**src/inc/ptc_pkg.sv**
```systemverilog
package ptc_pkg;

  // management frame layout
  localparam logic [5:0] PTC_PREAMBLE_LEN = 6'h20;
  localparam logic [1:0] PTC_OP_READ      = 2'h2;
  localparam logic [1:0] PTC_OP_WRITE     = 2'h1;
  localparam logic [4:0] PTC_FIELD_LAST   = 5'h04;
  localparam logic [4:0] PTC_DATA_LAST    = 5'h0F;

  // register offsets
  localparam logic [4:0] PTC_REG_SPECIAL_CONTROL = 5'h11;
  localparam logic [4:0] PTC_REG_PHY_ADDRESS     = 5'h12;
  localparam logic [4:0] PTC_REG_FALSE_CARRIER   = 5'h13;
  localparam logic [4:0] PTC_REG_DISCONNECT      = 5'h14;
  localparam logic [4:0] PTC_REG_ERROR_FRAME     = 5'h15;
  localparam logic [4:0] PTC_REG_SYMBOL_ERROR    = 5'h16;
  localparam logic [4:0] PTC_REG_PREMATURE_END   = 5'h17;
  localparam logic [4:0] PTC_REG_SLOW_EOF_ERROR  = 5'h18;
  localparam logic [4:0] PTC_REG_JABBER_DETECT   = 5'h19;
  localparam logic [4:0] PTC_REG_EQUALIZER       = 5'h1A;

  // reset values
  localparam logic [15:0] PTC_SPECIAL_CONTROL_RST = 16'h0000;
  localparam logic [15:0] PTC_EQUALIZER_RST       = 16'h0000;
  localparam logic [4:0]  PTC_PHY_ADDR_VALUE      = 5'h01;

  // special control field positions
  localparam int PTC_B_SCRAMBLER_BYPASS = 15;
  localparam int PTC_B_CODER_BYPASS     = 14;
  localparam int PTC_B_FORCE_H          = 13;
  localparam int PTC_B_FORCE_34         = 12;
  localparam int PTC_B_GOOD_LINK        = 11;
  localparam int PTC_B_TX_CRS_DISABLE   = 9;
  localparam int PTC_B_DYN_PD_DISABLE   = 8;
  localparam int PTC_B_AN_LOOPBACK      = 7;
  localparam int PTC_B_TRISTATE         = 6;
  localparam int PTC_B_FILTER_BYPASS    = 5;
  localparam int PTC_B_POLARITY_DISABLE = 4;
  localparam int PTC_B_SQUELCH_DISABLE  = 3;
  localparam int PTC_B_EXT_SQUELCH      = 2;
  localparam int PTC_B_LINK_DISABLE     = 1;
  localparam int PTC_B_JABBER_DISABLE   = 0;

  // event counters, index = offset - first counter offset
  localparam int         PTC_CNT_NUM   = 7;
  localparam int         PTC_CNT_WIDTH = 16;
  localparam logic [2:0] PTC_SYM_RUN   = 3'h6;

  typedef enum logic [2:0] {
    PTC_IDLE,
    PTC_START,
    PTC_OPCODE,
    PTC_PHYAD,
    PTC_REGAD,
    PTC_TURN,
    PTC_DATA
  } ptc_state_t;

endpackage

```
**src/inc/ptc_cnt_if.sv**
```systemverilog
interface ptc_cnt_if #(parameter int W = 16);
  logic         inc;
  logic         clr;
  logic [W-1:0] value;

  modport ctl (output inc, output clr, input value);
  modport cnt (input inc, input clr, output value);
endinterface

```
**src/core/ptc_sat_counter.sv**
```systemverilog
module ptc_sat_counter
  import ptc_pkg::*;
#(
  parameter int W = 16
) (
  input wire logic clk,
  input wire logic rst,
  input wire logic ce,
  ptc_cnt_if.cnt   port
);

  typedef struct packed {
    logic [W-1:0] value;
  } ptc_cnt_state_t;

  ptc_cnt_state_t r;
  ptc_cnt_state_t next_r;

  always_comb begin
    next_r = r;
    if (port.clr) begin
      // an event coinciding with the clearing read is kept as one
      next_r.value = port.inc ? W'(1) : '0; // [RQ23]
    end else if (port.inc && (r.value != {W{1'b1}})) begin
      next_r.value = r.value + W'(1); // [RQ17]
    end
  end

  always_ff @(posedge clk) begin
    if (rst) begin
      r <= '0; // [RQ23]
    end else if (ce) begin
      r <= next_r;
    end
  end

  assign port.value = r.value;

endmodule

```
**src/core/ptc_regs.sv**
```systemverilog
// What this block does
// [RQ1] control bit 15 routes symbols around scrambler and descrambler; resets zero
// [RQ2] control bit 14 bypasses the 4B/5B block coder; resets zero
// [RQ3] bit 13 forces H test pattern, bit 12 forces 34 pattern
// [RQ4] control bit 11 forces the 100BASE-TX link good
// [RQ5] control bit 9 suppresses carrier sense from own transmission
// [RQ6] control bit 8 forbids dynamic power-down
// [RQ7] control bit 7 runs auto-negotiation in loopback mode
// [RQ8] control bit 6 puts the line transmit driver in high impedance
// [RQ9] control bit 5 bypasses the receive filter
// [RQ10] control bit 4 disables automatic polarity correction
// [RQ11] control bit 3 skips the 10BASE-T squelch test
// [RQ12] control bit 2 enables 10BASE-T extended squelch
// [RQ13] control bit 1 disables link integrity and holds link down
// [RQ14] control bit 0 disables jabber; all control bits reset to zero
// [RQ15] address register reads 00001b in low bits, zero above; writes ignored
// [RQ16] 16-bit false carrier count, cleared by a read
// [RQ17] 16-bit disconnect count, saturates, cleared by a read
// [RQ18] error frame count rises at most once per errored frame
// [RQ19] symbol error count; each run of up to six bad symbols adds one
// [RQ20] premature end count, saturating, cleared by a read
// [RQ21] 10BASE-T end-of-frame error count, saturating, cleared by a read
// [RQ22] jabber detect count, saturating, cleared by a read
// [RQ23] counters start at zero; increment during clearing read leaves one
module ptc_regs
  import ptc_pkg::*;
#(
  parameter logic [4:0] PHY_ADDR = PTC_PHY_ADDR_VALUE,
  parameter int         CW       = PTC_CNT_WIDTH
) (
  input  wire logic clk,
  input  wire logic rst,
  input  wire logic ce,
  input  wire logic mdc,
  input  wire logic mdio_in,
  output logic      mdio_out,
  output logic      mdio_drive_n,
  input  wire logic false_carrier_evt,
  input  wire logic disconnect_evt,
  input  wire logic premature_end_evt,
  input  wire logic slow_eof_err_evt,
  input  wire logic jabber_evt,
  input  wire logic rx_frame_active,
  input  wire logic rx_symbol_valid,
  input  wire logic rx_symbol_bad,
  output logic      scrambler_bypass,
  output logic      coder_bypass,
  output logic      force_h_pattern,
  output logic      force_34_pattern,
  output logic      force_link_good,
  output logic      tx_crs_disable,
  output logic      dyn_powerdown_disable,
  output logic      an_loopback,
  output logic      line_driver_tristate,
  output logic      rx_filter_bypass,
  output logic      auto_polarity_disable,
  output logic      squelch_test_disable,
  output logic      extended_squelch,
  output logic      link_integrity_disable,
  output logic      jabber_disable
);

  typedef struct packed {
    ptc_state_t  state;
    logic        mdc_q;
    logic [5:0]  ones;
    logic [4:0]  bitn;
    logic [15:0] shreg;
    logic [1:0]  op;
    logic [4:0]  regad;
    logic        sel;
    logic        talk;
    logic [15:0] ctrl;
    logic [15:0] eq;
    logic        mdio_out;
    logic        mdio_drive_n;
    logic [2:0]  sym_run;
    logic        frame_err_seen;
  } ptc_main_t;

  ptc_main_t r;
  ptc_main_t next_r;

  logic [PTC_CNT_NUM-1:0] cnt_inc;
  logic [PTC_CNT_NUM-1:0] cnt_clr;
  logic [CW-1:0]          cnt_val [PTC_CNT_NUM];

  logic       rise;
  logic [4:0] field_n;
  logic       inc_sym;
  logic       inc_frame;
  logic       err_now;

  // the readback mux; unmapped offsets leave the line released
  function automatic logic [16:0] read_value(input logic [4:0] ad,
                                             input logic [15:0] ctrl,
                                             input logic [15:0] eq);
    logic [2:0] idx;
    idx = 3'(ad - PTC_REG_FALSE_CARRIER);
    case (ad)
      PTC_REG_SPECIAL_CONTROL: read_value = {1'b1, ctrl};
      PTC_REG_PHY_ADDRESS:     read_value = {1'b1, 11'h000, PHY_ADDR}; // [RQ15]
      PTC_REG_FALSE_CARRIER,
      PTC_REG_DISCONNECT,
      PTC_REG_ERROR_FRAME,
      PTC_REG_SYMBOL_ERROR,
      PTC_REG_PREMATURE_END,
      PTC_REG_SLOW_EOF_ERROR,
      PTC_REG_JABBER_DETECT:   read_value = {1'b1, 16'(cnt_val[idx])};
      PTC_REG_EQUALIZER:       read_value = {1'b1, eq};
      default:                 read_value = 17'h00000;
    endcase
  endfunction

  always_comb begin
    logic [16:0] rv;
    logic [15:0] wdata;
    rv        = 17'h00000;
    wdata     = {r.shreg[14:0], mdio_in};
    next_r    = r;
    cnt_clr   = '0;
    inc_sym   = 1'b0;
    inc_frame = 1'b0;
    rise      = mdc && !r.mdc_q;
    field_n   = {r.shreg[3:0], mdio_in};
    next_r.mdc_q = mdc;

    // receive error tracking, per symbol and per frame
    err_now = (rx_frame_active && rx_symbol_valid && rx_symbol_bad)
              || premature_end_evt;
    if (!rx_frame_active) begin
      next_r.sym_run = 3'h0;
    end else if (rx_symbol_valid) begin
      if (rx_symbol_bad) begin
        inc_sym = (r.sym_run == 3'h0); // [RQ19]
        next_r.sym_run = (r.sym_run == PTC_SYM_RUN - 3'h1) ? 3'h0
                         : r.sym_run + 3'h1; // [RQ19]
      end else begin
        next_r.sym_run = 3'h0;
      end
    end
    inc_frame = err_now && !r.frame_err_seen; // [RQ18]
    next_r.frame_err_seen = rx_frame_active
                            && (r.frame_err_seen || err_now); // [RQ18]

    if (rise) begin
      next_r.shreg = {r.shreg[14:0], mdio_in};
      case (r.state)
        PTC_IDLE: begin
          if (mdio_in) begin
            if (r.ones != PTC_PREAMBLE_LEN) begin
              next_r.ones = r.ones + 6'h01;
            end
          end else begin
            // a zero ends the preamble; too short a preamble is dropped
            if (r.ones == PTC_PREAMBLE_LEN) begin
              next_r.state = PTC_START;
            end
            next_r.ones = 6'h00;
          end
        end
        PTC_START: begin
          next_r.bitn  = 5'h00;
          next_r.state = mdio_in ? PTC_OPCODE : PTC_IDLE;
        end
        PTC_OPCODE: begin
          next_r.op   = {r.op[0], mdio_in};
          next_r.bitn = r.bitn + 5'h01;
          if (r.bitn != 5'h00) begin
            next_r.bitn  = 5'h00;
            next_r.state = PTC_PHYAD;
          end
        end
        PTC_PHYAD: begin
          next_r.bitn = r.bitn + 5'h01;
          if (r.bitn == PTC_FIELD_LAST) begin
            next_r.bitn  = 5'h00;
            next_r.sel   = (field_n == PHY_ADDR);
            next_r.state = PTC_REGAD;
          end
        end
        PTC_REGAD: begin
          next_r.bitn = r.bitn + 5'h01;
          if (r.bitn == PTC_FIELD_LAST) begin
            next_r.bitn  = 5'h00;
            next_r.regad = field_n;
            next_r.state = PTC_TURN;
            rv = read_value(field_n, r.ctrl, r.eq);
            next_r.talk  = r.sel && (r.op == PTC_OP_READ) && rv[16];
            next_r.shreg = rv[15:0];
            // reading a counter clears it in the same frame
            for (int i = 0; i < PTC_CNT_NUM; i++) begin
              cnt_clr[i] = r.sel && (r.op == PTC_OP_READ)
                           && (field_n == PTC_REG_FALSE_CARRIER + 5'(i)); // [RQ16]
            end
          end
        end
        PTC_TURN: begin
          next_r.shreg = r.shreg;
          next_r.bitn  = r.bitn + 5'h01;
          if (r.bitn == 5'h00) begin
            if (r.talk) begin
              next_r.mdio_drive_n = 1'b0;
              next_r.mdio_out     = 1'b0;
            end
          end else begin
            next_r.bitn  = 5'h00;
            next_r.state = PTC_DATA;
            if (r.talk) begin
              next_r.mdio_out = r.shreg[15];
              next_r.shreg    = {r.shreg[14:0], 1'b0};
            end
          end
        end
        PTC_DATA: begin
          next_r.bitn = r.bitn + 5'h01;
          if (r.talk) begin
            next_r.mdio_out = r.shreg[15];
            next_r.shreg    = {r.shreg[14:0], 1'b0};
          end
          if (r.bitn == PTC_DATA_LAST) begin
            next_r.state        = PTC_IDLE;
            next_r.bitn         = 5'h00;
            next_r.talk         = 1'b0;
            next_r.mdio_drive_n = 1'b1;
            next_r.mdio_out     = 1'b0;
            if (r.sel && (r.op == PTC_OP_WRITE)) begin
              // address register and counters ignore writes
              if (r.regad == PTC_REG_SPECIAL_CONTROL) begin
                next_r.ctrl = wdata;
              end
              if (r.regad == PTC_REG_EQUALIZER) begin
                next_r.eq = wdata;
              end
            end
          end
        end
        default: begin
          next_r.state = PTC_IDLE;
        end
      endcase
    end
  end

  // counter order follows the register offsets
  assign cnt_inc = {jabber_evt,        // [RQ22]
                    slow_eof_err_evt,  // [RQ21]
                    premature_end_evt, // [RQ20]
                    inc_sym,           // [RQ19]
                    inc_frame,         // [RQ18]
                    disconnect_evt,    // [RQ17]
                    false_carrier_evt}; // [RQ16]

  always_ff @(posedge clk) begin
    if (rst) begin
      r              <= '0;
      r.state        <= PTC_IDLE;
      r.ctrl         <= PTC_SPECIAL_CONTROL_RST; // [RQ14]
      r.eq           <= PTC_EQUALIZER_RST;
      r.mdio_drive_n <= 1'b1;
    end else if (ce) begin
      r <= next_r;
    end
  end

  generate
    for (genvar i = 0; i < PTC_CNT_NUM; i++) begin : g_cnt
      ptc_cnt_if #(.W(CW)) cif ();
      assign cif.inc    = cnt_inc[i];
      assign cif.clr    = cnt_clr[i];
      assign cnt_val[i] = cif.value;
      ptc_sat_counter #(.W(CW)) u_cnt (
        .clk  (clk),
        .rst  (rst),
        .ce   (ce),
        .port (cif.cnt)
      );
    end
  endgenerate

  assign mdio_out               = r.mdio_out;
  assign mdio_drive_n           = r.mdio_drive_n;
  assign scrambler_bypass       = r.ctrl[PTC_B_SCRAMBLER_BYPASS]; // [RQ1]
  assign coder_bypass           = r.ctrl[PTC_B_CODER_BYPASS];     // [RQ2]
  assign force_h_pattern        = r.ctrl[PTC_B_FORCE_H];          // [RQ3]
  assign force_34_pattern       = r.ctrl[PTC_B_FORCE_34];         // [RQ3]
  assign force_link_good        = r.ctrl[PTC_B_GOOD_LINK];        // [RQ4]
  assign tx_crs_disable         = r.ctrl[PTC_B_TX_CRS_DISABLE];   // [RQ5]
  assign dyn_powerdown_disable  = r.ctrl[PTC_B_DYN_PD_DISABLE];   // [RQ6]
  assign an_loopback            = r.ctrl[PTC_B_AN_LOOPBACK];      // [RQ7]
  assign line_driver_tristate   = r.ctrl[PTC_B_TRISTATE];         // [RQ8]
  assign rx_filter_bypass       = r.ctrl[PTC_B_FILTER_BYPASS];    // [RQ9]
  assign auto_polarity_disable  = r.ctrl[PTC_B_POLARITY_DISABLE]; // [RQ10]
  assign squelch_test_disable   = r.ctrl[PTC_B_SQUELCH_DISABLE];  // [RQ11]
  assign extended_squelch       = r.ctrl[PTC_B_EXT_SQUELCH];      // [RQ12]
  assign link_integrity_disable = r.ctrl[PTC_B_LINK_DISABLE];     // [RQ13]
  assign jabber_disable         = r.ctrl[PTC_B_JABBER_DISABLE];   // [RQ14]

endmodule

```
**config.mk**
```make
export PLATFORM = sky130hd
export DESIGN_NAME = ptc_regs
export DESIGN_NICKNAME = d
export VERILOG_FILES = /design/src/inc/ptc_pkg.sv /design/src/inc/ptc_cnt_if.sv /design/src/core/ptc_sat_counter.sv /design/src/core/ptc_regs.sv
export SDC_FILE = /design/constraint.sdc
export NUM_CORES = 1
export LEC_CHECK = 0
export BUFFER_PORTS_ARGS = -buffer_cell sky130_fd_sc_hd__buf_4
export CORE_UTILIZATION = 40
export CTS_BUF_LIST = sky130_fd_sc_hd__clkbuf_8
export CTS_CLUSTER_SIZE = 20
export DETAILED_ROUTE_END_ITERATION = 16
export GPL_TIMING_DRIVEN = 0
export PLACE_DENSITY_LB_ADDON = 0.25
export SLEW_MARGIN = 20
export SYNTH_ARGS = -nofsm -noshare
export SYNTH_HDL_FRONTEND = slang
export SYNTH_SLANG_ARGS = --single-unit
```
**constraint.sdc**
```tcl
create_clock -name clk -period 7.99 [get_ports clk]
set_input_delay 1.598 -clock clk [delete_from_list [all_inputs] [get_ports clk]]
set_output_delay 1.598 -clock clk [all_outputs]
set_load 0.005 [all_outputs]
```
# Word level (Yosys, flattened, before mapping)
# Cells that the tools add are included.
[word_totals] wordCells=210 output_inout_bits=17 input_bits=13 reg_bits=190
[op_classes] eq_ne=45 bitwise_logic=1 n_addsub=11 reduce_logical=61 magnitude_cmp=1 mux=69
[op_table] cell="two-way mux 16 bit" count=19
[op_table] cell="adder 16 x 1 -> 16 bit (second input constant)" count=7
[op_table] cell="inequality test 16 bit (second input constant)" count=7
[op_table] cell="case mux 17 bit (4 select lines)" count=1
[op_table] cell="== test 5 bit (second input constant)" count=12
[op_table] cell="two-way mux 17 bit" count=3
[op_table] cell="binary-select mux 16 bit (select 3 bit)" count=1
[op_table] cell="case mux 16 bit (3 select lines)" count=1
[op_table] cell="two-way mux 21 bit" count=2
[op_table] cell="two-way mux 35 bit" count=1
[op_table] cell="two-way mux 3 bit" count=11
[op_table] cell="two-way mux 32 bit" count=1
[op_table] cell="case mux 5 bit (6 select lines)" count=1
[op_table] cell="logical AND 1 bit" count=22
[op_table] cell="two-way mux 7 bit" count=3
[op_table] cell="case mux 3 bit (7 select lines)" count=1
[op_table] cell="AND reduction 4 bit" count=5
[op_table] cell="inequality test 2 bit (second input constant)" count=9
[op_table] cell="AND reduction 6 bit" count=3
[op_table] cell="nonzero test 2 bit" count=9
[op_table] cell="AND reduction 2 bit" count=8
[op_table] cell="two-way mux 1 bit" count=15
[op_table] cell="two-way mux 5 bit" count=3
[op_table] cell="== test 3 bit (second input constant)" count=4
[op_table] cell="31 further kinds" count=39

# Longest topological paths before layout
[depth] ltp_word=12 ltp_mapped=13 ltp_nobuf=10

# By module
# From an unflattened synthesis, not the netlist that was laid out.
[hier_totals] cells_unflattened=1340 hier_area_um2=11733.8
[modules_own_cells] module="ptc_regs" area_per_inst_um2=4875.9 cells_per_inst=553 instances=1 seq_area_each_um2=1561.5
[modules_own_cells] module="ptc_sat_counter at g_cnt[3].u_cnt ..." area_per_inst_um2=972.2 cells_per_inst=112 instances=4 seq_area_each_um2=320.3
[modules_own_cells] module="ptc_sat_counter at g_cnt[0].u_cnt ..." area_per_inst_um2=989.7 cells_per_inst=113 instances=3 seq_area_each_um2=320.3

# Worst setup path before layout
# OpenSTA, ideal clock, no wires.
[synth_path] path_type="input -> register" start="input mdio_in" end="register r (netlist bit field_n[3])" setup_slack_ps=3770 path_buffers=6 required_ps=7856 t_arrival_ps=4086 stages=11 setup_ps=134 path_cell_list="clkbuf_1 clkinv_1 clkbuf_1 ha_1 buf_2 buf_2 buf_2 clkbuf_1 nand3_1 a222oi_1 a211oi_1"
[synth_between] elab_chain_cells=11
[synth_rtl] element="from (decl)" line="ptc_regs.sv:35" source="input wire logic mdio_in,"
[synth_rtl] element="subtractor 3 x 2 -> 3 bit" line="ptc_regs.sv:99" source="idx = 3'(ad - PTC_REG_FALSE_CARRIER);"
[synth_rtl] element="NOT 3 -> 4 bit (implied by the code)" line="ptc_regs.sv:109" source="PTC_REG_JABBER_DETECT: read_value = {1'b1, 16'(cnt_val[idx])};"
[synth_rtl] element="binary-select mux 16 bit (select 3 bit)" line="ptc_regs.sv:109"
[synth_rtl] element="two-way mux 16 bit (implied by the code) (2 in series)" line="ptc_regs.sv:109"
[synth_rtl] element="case mux 17 bit (4 select lines) *" line="ptc_regs.sv:100" source="case (ad)"
[synth_rtl] element="two-way mux 17 bit *" line="ptc_regs.sv:184" source="if (r.bitn == PTC_FIELD_LAST) begin"
[synth_rtl] element="two-way mux 17 bit *" line="ptc_regs.sv:148" source="case (r.state)"
[synth_rtl] element="two-way mux 17 bit *" line="ptc_regs.sv:146" source="if (rise) begin"
[synth_rtl] element="two-way mux 21 bit *" line="ptc_regs.sv:184"
[synth_rtl] element="case mux 16 bit (3 select lines) *" line="ptc_regs.sv:148"
[synth_rtl] element="to (signal assigned)" line="ptc_regs.sv:262" source="r <= next_r;"
[synth_rtl] element="to (decl)" line="ptc_regs.sv:81" source="ptc_main_t r;"
# Mark *: on every way between the ends. The rest lies on a longest branch, timed or not. The select of a mux whose other input is x is not followed.
# A chain may end at the register's enable or synchronous reset.

# Worst setup path in the final report
[layout_path] start="input mdio_in" end="register r (netlist bit field_n[4])"
# The elaborated chain is that of the path after synthesis.

==> metrics.md <==
| Metric | Value |
|---|---|
| Startpoint Class | input port |
| Power per cell area | ~160 nW/um2 |
| CTS Sinks | 190 |
| Slew headroom | 0.336 |
| Clock tree buffer depth | 2 |
| Antenna violations before repair | 1 |
| CTS Buf Count | 17 |
| Residual DRC | 0 |
| Antenna cells | 0 |
| Fin Setup TNS | 0 ns |
| Fillers | about 2500 |
| Reg clk slew, reported paths | around 0.12 ns |
| I/O pins | 30 |
| Min-Delay Path Class | reg2reg |
| CP max FO | 11 |
| CTS tree | done |
| Final worst-path cycle share | 0.584 |
| Placed Area | ~11000 um2 |
| Final ANT Viol Nets | 0 |
| Post-synth top flop | dfxtp_1 |
| First-pass GRT wire length | 47500 um |
| R2r endpoint | field_n[4] |
| Pre-CTS setup slack | between 2 and 3 ns |
| Die area | ~26000 um2 |
| Cell total after placement | ~1600 |
| Max reg flops | around 110 |
| GP Congestion | 0.960 |
| Final setup viols | 0 |
| Syn nets | between 1000 and 1500 |
| Htree depth | 4 |
| WL/cell | 18.4 um |
| RSZ-0062 raised after global routing | no |
| Worst setup EP type | flip-flop |
| Post-DP HPWL | roughly 22000 um |
| Leakage | 0.00413 uW |
| Worst-skew pair later-pin latency | about 0.50 ns |
| Status | finished clean |
| Hold buffer count at CTS | 0 |
| Buffers added on ports | 29 |
| Vias in the first global route | 8496 |
| Post-synth ARST share | 0 |
| Maximum clock rate | between 0.2 and 0.25 GHz |
| Peak VDD IR | roughly 110 uV |
| Worst Max-Slew Pin Slew | around 0.99 ns |
| EDFF count, synth | 0 |
| Finished Layout Cells | 1619 |
| Clock skew | between 0.015 and 0.02 ns |
| Post-route cell area | 11400 um2 |
| Die Ht | between 150 and 200 um |
| Register-to-register setup slack | 4.90 ns |
| Max-cap viol count | 0 |
| Largest net degree at the start of global routing | 21 |
| Setup WS post-layout | roughly 3.3 ns |
| Distinct cells, synth | 69 |
| Fraction of layout cells with a size suffix above 1 | 0.0822 |
| Rows | 58 |
| Routed vias | between 9000 and 10000 |
| Final WL | approximately 30000 um |
| Root Driver | clkbuf_8 |
| Nets | 1306 |
| Tmin final | roughly 4.7 ns |
| Gr ovfl total | 0 |
| DRT Pass-1 Iters | 6 |
| CP required | between 8 and 9 ns |
| Die Width | ~160 um |
| Endpoints failing hold | 0 |
| Crit path kind | in2reg |
| Setup repair bufs after CTS | 0 |
| Via density | 5.77 |
| Last element of the critical path | field_n[4] |
| Core outline area | between 20000 and 30000 um2 |
| Drt initial violations | about 900 |
| Max-slew violations | 0 |
| Post-CTS resize count | 0 |
| Seq/Total Area, Yosys | 0.369 |
| Synth-to-Final Area Change | 10.1% |
| Initial Util | 0.409 |
| Crit path DAT | between 5 and 6 ns |
| Syn Area/Cell | approximately 8.4 um2 |
| Seq cells post-synth | 190 |
| Post-synthesis cell count | between 1000 and 1500 |
| All-Layer GR Usage | 0.231 |
| YS warnings | 0 |
| Reg2Reg Launch Point | field_n[1] |
| Critical Path Source | mdio_in |
| Reg2Reg Depth | 9 |
| Synthesized area | between 10000 and 15000 um2 |
==> cells by family (layout without fill, tap and decap cells) <==
family | count (synthesis) | after routing | share of synthesized area
flops | 190 | 190 | 0.369
simple gates | 515 | 515 | 0.247
xor+xnor | 97 | 97 | 0.0823
mux | 77 | 77 | 0.0907
compound gates | 230 | 230 | 0.152
fa+ha+maj | 17 | 17 | 0.0206
buf+inv | 102 | 163 | 0.0396
==> through the flow <==
| stage | hold WS, ns | power [uW] | utilization |
|---|---|---|---|
| floorplan | 0.464 | 1090 | - |
| global placement | 0.473 | 1140 | 0.434 |
| detailed placement | 0.485 | 1140 | 0.434 |
| CTS | 0.512 | 1790 | 0.450 |
| global route | 0.543 | 1840 | 0.450 |
| finish | 0.512 | 1780 | 0.450 |
==> critical path, stage by stage <==
cell and delay [ns]:
buf_4 0.12, clkbuf_1 0.32, clkinv_1 0.33, clkbuf_1 0.34
ha_1 0.36, buf_2 0.25, buf_2 0.34, buf_2 0.31
clkbuf_1 0.38, nand3_1 0.23, a222oi_1 0.32, a211oi_1 0.12
==> cells in the final DEF, fill, tap and decap left out, types with 31 or more instances in the layout <==
cell type,count
clkbuf_1,55
xnor2_1,44
nand4_1,45
buf_4,31
dfxtp_1,190
o21ai_0,50
xor2_1,53
nor2_1,202
a21oi_1,44
nand3_1,64
nand2_1,78
mux2i_1,62
==> cell type report <==
class / count / area (um2) / area share
clock inverter: 15 / 166 / 0.0147
multi-input combinational: 936 / 6110 / 0.538
sequential: 190 / 3800 / 0.335
timing repair buffer: 29 / 218 / 0.0192
tap: 330 / 413 / 0.0364
clock buffer: 17 / 234 / 0.0206
buffer: 76 / 312 / 0.0274
inverter: 26 / 97.6 / 0.00859
==> per-layer routing <==
layer | global-route usage | share of wire | vias up
met5 | 0 | 0.00044 | -
met4 | 0.0718 | 0.022 | 2
met3 | 0.0435 | 0.058 | 50
met2 | 0.365 | 0.45 | 253
met1 | 0.318 | 0.47 | 4508
li1 | - | - | 4527
==> where the power goes <==
group	total [uW]	switching, uW	internal, uW
sequential	970	13.5	957
combinational	152	102	49.8
clock	656	418	238
==> cells in the mapped netlist, drive strengths merged, types with 25 or more instances <==
cell type,instances,area share
nand2,78,0.028
mux2i,62,0.060
dfxtp,190,0.37
nor2,202,0.073
xnor2,44,0.037
nand3,64,0.031
a21oi,44,0.021
xor2,53,0.045
o21ai,50,0.024
inv,25,0.0091
nand4,46,0.028
clkbuf,55,0.020
==> worst min-delay path by stage <==
| stage | startpoint | to | slack [ns] | cells after the start |
|---|---|---|---|---|
| floorplan | r[6] | r[6] | 0.46 | 2 |
| global placement | r[11] | r[11] | 0.47 | 2 |
| detailed placement | r[6] | r[6] | 0.49 | 2 |
| CTS | r[6] | r[6] | 0.51 | 2 |
| global route | r[19] | r[19] | 0.54 | 2 |
| finish | r[6] | r[6] | 0.51 | 2 |
Note: power is estimated with default switching activity, not from simulation.
